`config.mk`:
```
export PLATFORM = sky130hd
export DESIGN_NAME = dispc_regs
export DESIGN_NICKNAME = d
export VERILOG_FILES = /design/src/dispc_pkg.sv /design/src/dispc_regs.sv
export SDC_FILE = /design/constraint.sdc
export NUM_CORES = 1
export LEC_CHECK = 0
export BUFFER_PORTS_ARGS = -buffer_cell sky130_fd_sc_hd__buf_2
export CAP_MARGIN = 0
export CORE_UTILIZATION = 40
export CTS_BUF_LIST = sky130_fd_sc_hd__clkbuf_8
export CTS_CLUSTER_SIZE = 12
export DETAILED_ROUTE_END_ITERATION = 16
export PLACE_DENSITY = 0.73
export SLEW_MARGIN = 20
export SYNTH_ARGS = -nofsm -noshare
export SYNTH_HDL_FRONTEND = slang
export SYNTH_SLANG_ARGS = --single-unit
```
`constraint.sdc`:
```
create_clock -name core_clk -period 1.3 [get_ports core_clk]
set_clock_uncertainty 0.05 [all_clocks]
set_input_delay 0.065 -clock core_clk [delete_from_list [all_inputs] [get_ports core_clk]]
set_output_delay 0.065 -clock core_clk [all_outputs]
set_load 0.005 [all_outputs]
```
`src/dispc_pkg.sv`:
```
package dispc_pkg;

  // ---------------------------------------------------------------
  // Port addresses and widths
  // ---------------------------------------------------------------
  localparam int unsigned ADDR_W = 4;
  localparam int unsigned DATA_W = 10;
  localparam logic [ADDR_W-1:0] ADDR_INT_CTRL  = 4'h7;
  localparam logic [ADDR_W-1:0] ADDR_SYS_CTRL  = 4'hc;

  // ---------------------------------------------------------------
  // Interrupt control/status field positions
  // ---------------------------------------------------------------
  localparam int unsigned ICS_CLEAR_WIDEBAND_IRQ  = 9;
  localparam int unsigned ICS_SYM_DIS    = 8;
  localparam int unsigned ICS_CLEAR_C    = 7;
  localparam int unsigned ICS_SEND_D     = 6;
  localparam int unsigned ICS_SEND_F     = 5;
  localparam logic [DATA_W-1:0] ICS_RESET = 10'h100;

  // ---------------------------------------------------------------
  // System status/control field positions
  // ---------------------------------------------------------------
  localparam int unsigned SSC_TX_GO      = 9;
  localparam int unsigned SSC_MODE       = 8;
  localparam int unsigned SSC_CODEC      = 7;
  localparam int unsigned SSC_FM_VOICE   = 6;
  localparam int unsigned SSC_FM_RX      = 5;
  localparam int unsigned SSC_IQ_RX      = 4;
  localparam int unsigned SSC_TX_PWR     = 3;
  localparam int unsigned SSC_GEN_OUT    = 2;
  localparam int unsigned SSC_RX_OFFSET  = 1;
  localparam int unsigned SSC_LOOPBACK   = 0;
  localparam logic [DATA_W-1:0] SSC_RESET = 10'h000;
  // Write-only bit reads back as zero
  localparam logic [DATA_W-1:0] SSC_READ_MASK = 10'h3fb;

  // ---------------------------------------------------------------
  // Grouped signals
  // ---------------------------------------------------------------
  typedef struct packed {
    logic              wr;
    logic              rd;
    logic [ADDR_W-1:0] addr;
    logic [DATA_W-1:0] wdata;
  } dispc_req_type;

  typedef struct packed {
    logic transmit_go;
    logic digital_mode;
    logic codec_enable;
    logic fm_voice_select;
    logic fm_receiver_enable;
    logic iq_receiver_power;
    logic transmitter_power;
    logic general_output;
    logic receive_offset_measure;
    logic analog_loopback;
  } dispc_ctrl_type;

  typedef struct packed {
    logic wideband_data;
    logic int_c;
    logic int_d;
    logic int_f;
  } dispc_irq_type;

endpackage

```
`src/dispc_regs.sv`:
```
`timescale 1ns/10ps
// Notes on behaviour
// - Writing 1 performs the named bit action
// - Reading clear/raise bits shows pending state
// - Writing 0 changes nothing, except to bit 8, which re-enables
// - Clear bit drops pending flag and pin
// - Raise bit asserts pin until reset; no bit clears it
// - Disable bit suppresses symbol interrupt output
// - Disable changes only at pulse boundaries
// - Disable bit reads 1 after reset
// - Transmit go frames digital bursts
// - Mode bit selects digital or analog
// - Codec bit enables codec and its clocks
// - FM voice enables Q side from FM
// - FM receiver enable follows bit 5
// - Bit 4 powers I and Q receivers
// - Bit 3 powers the transmitter
// - Bit 2 write-only, drives general output
// - Offset bit shorts receive inputs internally
// - Loopback feeds receive with attenuated transmit
// - Reset values for both registers
// - Port addresses 07h and 0Ch
module dispc_regs
  import dispc_pkg::*;
(
  input  wire logic                     core_clk,
  input  wire logic                     rst,
  input  wire dispc_pkg::dispc_req_type req,
  output logic [dispc_pkg::DATA_W-1:0]  rdata,
  input  wire logic                     wideband_event,
  input  wire logic                     int_c_event,
  input  wire logic                     symbol_raw,
  output dispc_pkg::dispc_irq_type      irq_out,
  output logic                          symbol_interrupt,
  output dispc_pkg::dispc_ctrl_type     ctrl,
  output logic                          codec_clk_run,
  output logic                          burst_active,
  output logic                          q_from_fm,
  output logic                          rx_pins_connected
);
  import dispc_pkg::*;

  // ---------------------------------------------------------------
  // Decode
  // ---------------------------------------------------------------
  logic wr_ics;
  logic wr_ssc;
  logic sym_dis_req;
  logic sym_dis_eff;
  logic sym_prev;
  logic [DATA_W-1:0] ssc;

  assign wr_ics = req.wr && (req.addr == ADDR_INT_CTRL);
  assign wr_ssc = req.wr && (req.addr == ADDR_SYS_CTRL);

  // ---------------------------------------------------------------
  // Pending interrupts
  // ---------------------------------------------------------------
  // Hardware set wins over a same-cycle software clear
  always_ff @(posedge core_clk) begin
    if (rst) begin
      irq_out <= '0;
    end else begin
      if (wideband_event) begin
        irq_out.wideband_data <= 1'b1;
      end else if (wr_ics && req.wdata[ICS_CLEAR_WIDEBAND_IRQ]) begin
        irq_out.wideband_data <= 1'b0;
      end
      if (int_c_event) begin
        irq_out.int_c <= 1'b1;
      end else if (wr_ics && req.wdata[ICS_CLEAR_C]) begin
        irq_out.int_c <= 1'b0;
      end
      if (wr_ics && req.wdata[ICS_SEND_D]) begin
        irq_out.int_d <= 1'b1;
      end
      if (wr_ics && req.wdata[ICS_SEND_F]) begin
        irq_out.int_f <= 1'b1;
      end
    end
  end

  // ---------------------------------------------------------------
  // Symbol interrupt gating
  // ---------------------------------------------------------------
  // Disable is a stored control bit, so software can also re-enable
  always_ff @(posedge core_clk) begin
    if (rst) begin
      sym_dis_req <= 1'b1;
    end else if (wr_ics) begin
      sym_dis_req <= req.wdata[ICS_SYM_DIS];
    end
  end

  // Applied only while the raw symbol line is idle, so an active
  // period is never cut short or started mid-way.
  always_ff @(posedge core_clk) begin
    if (rst) begin
      sym_dis_eff <= 1'b1;
      sym_prev    <= 1'b0;
      symbol_interrupt <= 1'b0;
    end else begin
      sym_prev <= symbol_raw;
      if (!symbol_raw && !sym_prev) begin
        sym_dis_eff <= sym_dis_req;
      end
      symbol_interrupt <= symbol_raw && !sym_dis_eff;
    end
  end

  // ---------------------------------------------------------------
  // System status/control
  // ---------------------------------------------------------------
  always_ff @(posedge core_clk) begin
    if (rst) begin
      ssc <= SSC_RESET;
    end else if (wr_ssc) begin
      ssc <= req.wdata;
    end
  end

  assign ctrl.transmit_go            = ssc[SSC_TX_GO];
  assign ctrl.digital_mode           = ssc[SSC_MODE];
  assign ctrl.codec_enable           = ssc[SSC_CODEC];
  assign ctrl.fm_voice_select        = ssc[SSC_FM_VOICE];
  assign ctrl.fm_receiver_enable     = ssc[SSC_FM_RX];
  assign ctrl.iq_receiver_power      = ssc[SSC_IQ_RX];
  assign ctrl.transmitter_power      = ssc[SSC_TX_PWR];
  assign ctrl.general_output         = ssc[SSC_GEN_OUT];
  assign ctrl.receive_offset_measure = ssc[SSC_RX_OFFSET];
  assign ctrl.analog_loopback        = ssc[SSC_LOOPBACK];

  // Burst only meaningful in digital mode
  assign burst_active  = ssc[SSC_TX_GO] && ssc[SSC_MODE];
  assign codec_clk_run = ssc[SSC_CODEC];
  assign q_from_fm     = ssc[SSC_FM_VOICE];
  // Either test path takes the pins off the receive channel
  assign rx_pins_connected = !(ssc[SSC_RX_OFFSET] || ssc[SSC_LOOPBACK]);

  // ---------------------------------------------------------------
  // Read data
  // ---------------------------------------------------------------
  always_ff @(posedge core_clk) begin
    if (rst) begin
      rdata <= '0;
    end else if (req.rd) begin
      case (req.addr)
        ADDR_INT_CTRL: begin
          rdata <= {irq_out.wideband_data, sym_dis_req, irq_out.int_c,
                    irq_out.int_d, irq_out.int_f, 5'h00};
        end
        ADDR_SYS_CTRL: begin
          rdata <= ssc & SSC_READ_MASK;
        end
        default: begin
          rdata <= '0;
        end
      endcase
    end
  end

endmodule

```
# After elaboration in Yosys (flattened, before gate mapping)
# Cells that the tools add are included.
[word_totals]
latch_bits = 0
out_inout_bits = 29
n_memories = 0
regBits = 28
romBits = 0
mem_bits_rw = 0
[classes]
n_reduce_logical = 16
n_mux = 5
n_shift = 0
n_bitwise = 0
n_addsub = 0
order_cmp = 0
n_eq_ne = 2
div_mod_pow = 0
mul = 0
[op_table]
columns = ["cell", "n"]
rows = [
  ["10-bit one-hot mux with 2 select lines", 1],
  ["1-bit logical AND", 9],
  ["4-bit by 3-bit equality test with 1-bit output (second input constant)", 1],
  ["4-bit equality test (second input constant)", 1],
  ["1-bit zero test", 4],
  ["1-bit 2-to-1 mux", 4],
  ["2-bit nonzero test", 2],
  ["1-bit logical OR", 1],
]

# Logic depth before layout (Yosys ltp)
[logic_depth]
word_depth = 5
depth_mapped = 4
mapped_depth_nobuf = 3

# Worst setup path after synthesis
# No wires, ideal clock.
[synth_path]
kind = "input port to flip-flop"
from = "input req[12] in the netlist's numbering"
to = "register rdata[5] in the netlist's numbering"
n_path_buf = 1
t_required_ps = 1128
stages = 4
slack_ps = 330
arrival_ps = 798
cell_sequence = "and4b_1 buf_6 nor3b_4 a221o_1"
[synth_via]
elab_chain_len = 2
elab_cells_between_ends = 3
[synth_rtl]
columns = ["item", "line_no", "rtl"]
rows = [
  ["start, declared", "dispc_regs.sv:28", "input wire dispc_pkg::dispc_req_type req,"],
  ["4-bit equality test or 4-bit by 3-bit equality test with 1-bit output (tied branches)", "dispc_regs.sv:147", "case (req.addr)"],
  ["10-bit one-hot mux with 2 select lines (*)", "dispc_regs.sv:147", ""],
  ["end signal, assigned", "dispc_regs.sv:149", "rdata <= {irq_out.wideband_data, sym_dis_req, irq_out.int_c,"],
  ["end signal, assigned", "dispc_regs.sv:153", "rdata <= ssc & SSC_READ_MASK;"],
  ["end, declared", "dispc_regs.sv:29", "output logic [dispc_pkg::DATA_W-1:0] rdata,"],
]
# Mark *: on every way between the ends. The rest lies on a longest branch, timed or not.
# A chain may end at the register's enable or synchronous reset.

# Worst setup path in the final report
[layout_path]
from = "register ssc[8], in the netlist ctrl[8]"
to = "output burst_active"
[layout_via]
elab_chain_len = 1
[layout_rtl]
columns = ["item", "line_no", "rtl"]
rows = [
  ["start, declared", "dispc_regs.sv:51", "logic [DATA_W-1:0] ssc;"],
  ["start signal, assigned", "dispc_regs.sv:118", "ssc <= req.wdata;"],
  ["1-bit logical AND", "dispc_regs.sv:134", "assign burst_active = ssc[SSC_TX_GO] && ssc[SSC_MODE];"],
  ["end, declared", "dispc_regs.sv:37", "output logic burst_active,"],
]
# No other way between the ends.

==> flow_metrics.env <==
export IMPL_hold_path_class="input pin to flop"
export IMPL_path_buf_inv=1
export IMPL_worstSetupEndpointType="primary output"
export IMPL_worst_skew_pair_later_pin_latency_ps=270
export IMPL_crit_start="ctrl[8]"
export IMPL_clockBufferDepth=2
export IMPL_maxSlewHeadroom=0.596
export IMPL_synth_top_family_by_area="simple AND/OR/NAND/NOR gates"
export IMPL_grt_antenna_before_repair=0
export IMPL_dp_hpwl_um=1860
export IMPL_ys_async_sr_fraction=0
export IMPL_timing_max_cap_violations=0
export IMPL_crit_path_cell_trace="and2_1, buf_2"
export IMPL_hold_path_startpoint="req[1]"
export IMPL_fp_dieArea_sq_um=3120
export IMPL_synth_compound_area_frac=0.0918
export IMPL_final_area_sq_um=1450
export IMPL_synthXorXnorAreaFrac=0
export IMPL_wl_um=2430
export IMPL_pwr_density_cell_nw_per_um2=991
export IMPL_row_count=19
export IMPL_reg2reg_from="sym_dis_req"
export IMPL_clock_root_buffer="clkbuf_8"
export IMPL_period_minus_slack_ps=990
export IMPL_syn_instance_count=116
export IMPL_internal_power_mw=1.12
export IMPL_placeableCoreArea_sq_um=2760
export IMPL_antenna_cells=0
export IMPL_power_leakage_nw=0.664
export IMPL_whs_ps=1.97
export IMPL_post_route_cells_drive_above_1_share=0.362
export IMPL_wl_per_cell_um=12.5
export IMPL_floorplan_initialDensity=0.420
export IMPL_p_switching_uw=316
export IMPL_number_of_cells_on_the_critical_path=2
export IMPL_worstRegToRegCells=2
export IMPL_sw_frac_of_total=0.220
export IMPL_synth_avg_cell_area_sq_um=9.99
export IMPL_power_frac_comb=0.092
export IMPL_dominantRegCellSynth="dfxtp_1"
export IMPL_crit_required_ps=1190
export IMPL_globalRouteOverflowTotal=0
export IMPL_critPathTopFamily="flip-flops"
export IMPL_numPortBuffers=48
export IMPL_placed_area_sq_um=1400
export IMPL_net_count_synth=137
export IMPL_maximum_clock_frequency_mhz=1010
export IMPL_placed_cells=190
export IMPL_hold_path_depth=3
export IMPL_clock_sink_count=27
export IMPL_num_fill_cells=273
export IMPL_final_hold_violation_count=0
export IMPL_post_cts_resized_instances=0
export IMPL_unrepaired_setup_endpoints_after_global_routing="false"
export IMPL_number_of_unique_standard_cell_types_used_by_synthesis=26
export IMPL_synth_top_area_share=0.467
export IMPL_cts_htree_levels=1
export IMPL_drt_pass1_iter_count=4
export IMPL_vdd_drop_max_v=0.000690
export IMPL_tritoncts_num_buffers=3
export IMPL_type_of_the_setup_path_with_the_least_slack="flop to primary output"
export IMPL_routed_wl_met2_um=1140
export IMPL_grt_start_max_net_pins=18
export IMPL_gp_routability_congestion=0.721
export IMPL_vias_in_the_first_global_route=891
export IMPL_cts_hold_buffers=0
export IMPL_edff_count_synth=0
export IMPL_dr_wl_met3_um=135
export IMPL_setup_violations_final=0
export IMPL_layout_nets=185
export IMPL_number_of_vias_in_the_routed_layout=978
export IMPL_pwr_share_clk=0.314
export IMPL_yosys_top_cells_count="27 x dfxtp_1, 20 x nand2b_1, 10 x mux2i_1"
export IMPL_wire_length_of_the_first_global_routing_pass_um=3960
export IMPL_clkTransAtPathRegs_ps=90
export IMPL_result_of_the_run="finished clean"
export IMPL_critical_path_max_stage_delay_ps=380
export IMPL_synthMuxAreaShare=0.0864
export IMPL_worst_pin_slew_ps=602
export IMPL_synth_seq_area_share=0.467
export IMPL_timing_critical_path_arrival_ps=880
export IMPL_wirelength_met1_um=1120
export IMPL_highest_signal_layer="met4"
export IMPL_post_cts_repair_setup_buffers=0
export IMPL_ys_top_cells_by_area="dfxtp_1 47%, nand2b_1 11%, mux2i_1 8.6%"
export IMPL_seqPwrFrac=0.593
export IMPL_postSynthRegisterBits=27
export IMPL_globalRouteTotalUtil=0.161
export IMPL_cp_start_kind="flop"
export IMPL_die_y_um=55.8
export IMPL_synthSimpleGateAreaFrac=0.300
export IMPL_biggest_fanout_along_the_worst_timing_path=4
export IMPL_fin_setup_tns_ps=0
export IMPL_drv_slew=0
export IMPL_die_width_um=55.8
export IMPL_cell_with_the_most_instances_after_synthesis="dfxtp_1"
export IMPL_synth_yosys_warnings=0
export IMPL_cts_tree="yes"
export IMPL_num_io_pins=50
export IMPL_drc_viols=0
export IMPL_post_layout_instance_count_excluding_filler_cells=194
export IMPL_synth_adder_area_share=0
export IMPL_syn_area_sq_um=1160
export IMPL_synthToLayoutAreaGrowth_pct=25.1
export IMPL_route_detailed_vias_per_inst=5.04
export IMPL_detail_route_iter0_violations=15
export IMPL_drt_antenna_violating_nets=0
export IMPL_timing_critical_path_slowest_stage_cell="dfxtp_1"
export IMPL_portion_of_the_clock_cycle_consumed_by_the_worst_path_in_the_final_layout=0.762
export IMPL_yosysTopAreaCell="dfxtp_1"
-- kinds of logic after synthesis --
| family | Yosys count |
|---|---|
| muxes | 10 |
| AOI/OAI and AO/OA | 14 |
| and+or+nand+nor | 55 |
| other | 1 |
| DFF | 27 |
| buffers and inverters | 9 |
-- power by group through the flow --
| stage | Sequential (mW) | Combinational (mW) | Clock, mW |
|---|---|---|---|
| after floorplan | 0.871 | 0.0646 | 0 |
| after detailed placement | 0.872 | 0.133 | 0 |
| after global routing | 0.854 | 0.149 | 0.490 |
| final | 0.852 | 0.132 | 0.452 |
| after global placement | 0.871 | 0.127 | 0 |
| after CTS | 0.852 | 0.133 | 0.461 |
-- metrics by stage --
step,power (mW),setup slack [ps],util
final,1.44,310,0.525
after global routing,1.49,268,0.525
after CTS,1.45,296,0.525
after detailed placement,1.00,102,0.509
after global placement,0.998,114,0.509
after floorplan,0.936,330,-
-- worst reg2reg max path, delay by kind of cell, from the launching register on --
kind               cells  cell delay (ps)
AOI/OAI and AO/OA      2              480
DFF                    1              330
-- layout by cell type (no fill, tap or decap) --
| cell | count |
|---|---|
| a311o_2 | 1 |
| nor3_1 | 3 |
| nand2b_1 | 20 |
| and2_1 | 6 |
| nor2b_1 | 2 |
| a21oi_1 | 4 |
| nand2_1 | 5 |
| and3_2 | 1 |
| a221o_1 | 5 |
| inv_2 | 1 |
| nor2_1 | 7 |
| nand3b_1 | 1 |
| nor3b_2 | 1 |
| clkbuf_8 | 3 |
| nand4bb_1 | 1 |
| o21ai_0 | 1 |
| dfxtp_1 | 27 |
| buf_4 | 3 |
| and4b_1 | 3 |
| conb_1 | 1 |
| a31oi_1 | 2 |
| inv_1 | 1 |
| mux2i_1 | 10 |
| buf_2 | 48 |
| nor3b_4 | 1 |
| a21boi_1 | 1 |
| nand4_1 | 4 |
-- worst paths after layout --
| check | to | slack, ps |
|---|---|---|
| hold / removal | ctrl[1] | 2 |
| setup reg to reg | sym_dis_req | 340 |
| setup / recovery | burst_active | 310 |
| hold reg to reg | symbol_interrupt | 370 |
-- layer usage --
| metal | vias up | global-route usage |
|---|---|---|
| li1 | 496 | - |
| met1 | 446 | 0.198 |
| met2 | 31 | 0.272 |
| met3 | 5 | 0.0372 |
| met4 | 0 | 0.0627 |
| met5 | - | 0 |
-- layout make-up --
cell class	instances	area, sq um	area share
clock inverter	1	3.75	0.00259
multi-input combinational	80	558	0.385
clock buffer	3	41.3	0.0285
sequential	27	541	0.373
tap	31	38.8	0.0268
inverter	1	3.75	0.00259
timing repair buffer	51	263	0.181
-- flip-flops by register name, indices dropped and copies added, names as in the netlist --
name              flops
irq_out               4
symbol_interrupt      1
sym_prev              1
rdata                 9
ctrl                 10
sym_dis_eff           1
sym_dis_req           1
No activity file was read; power rests on OpenSTA's default activity.
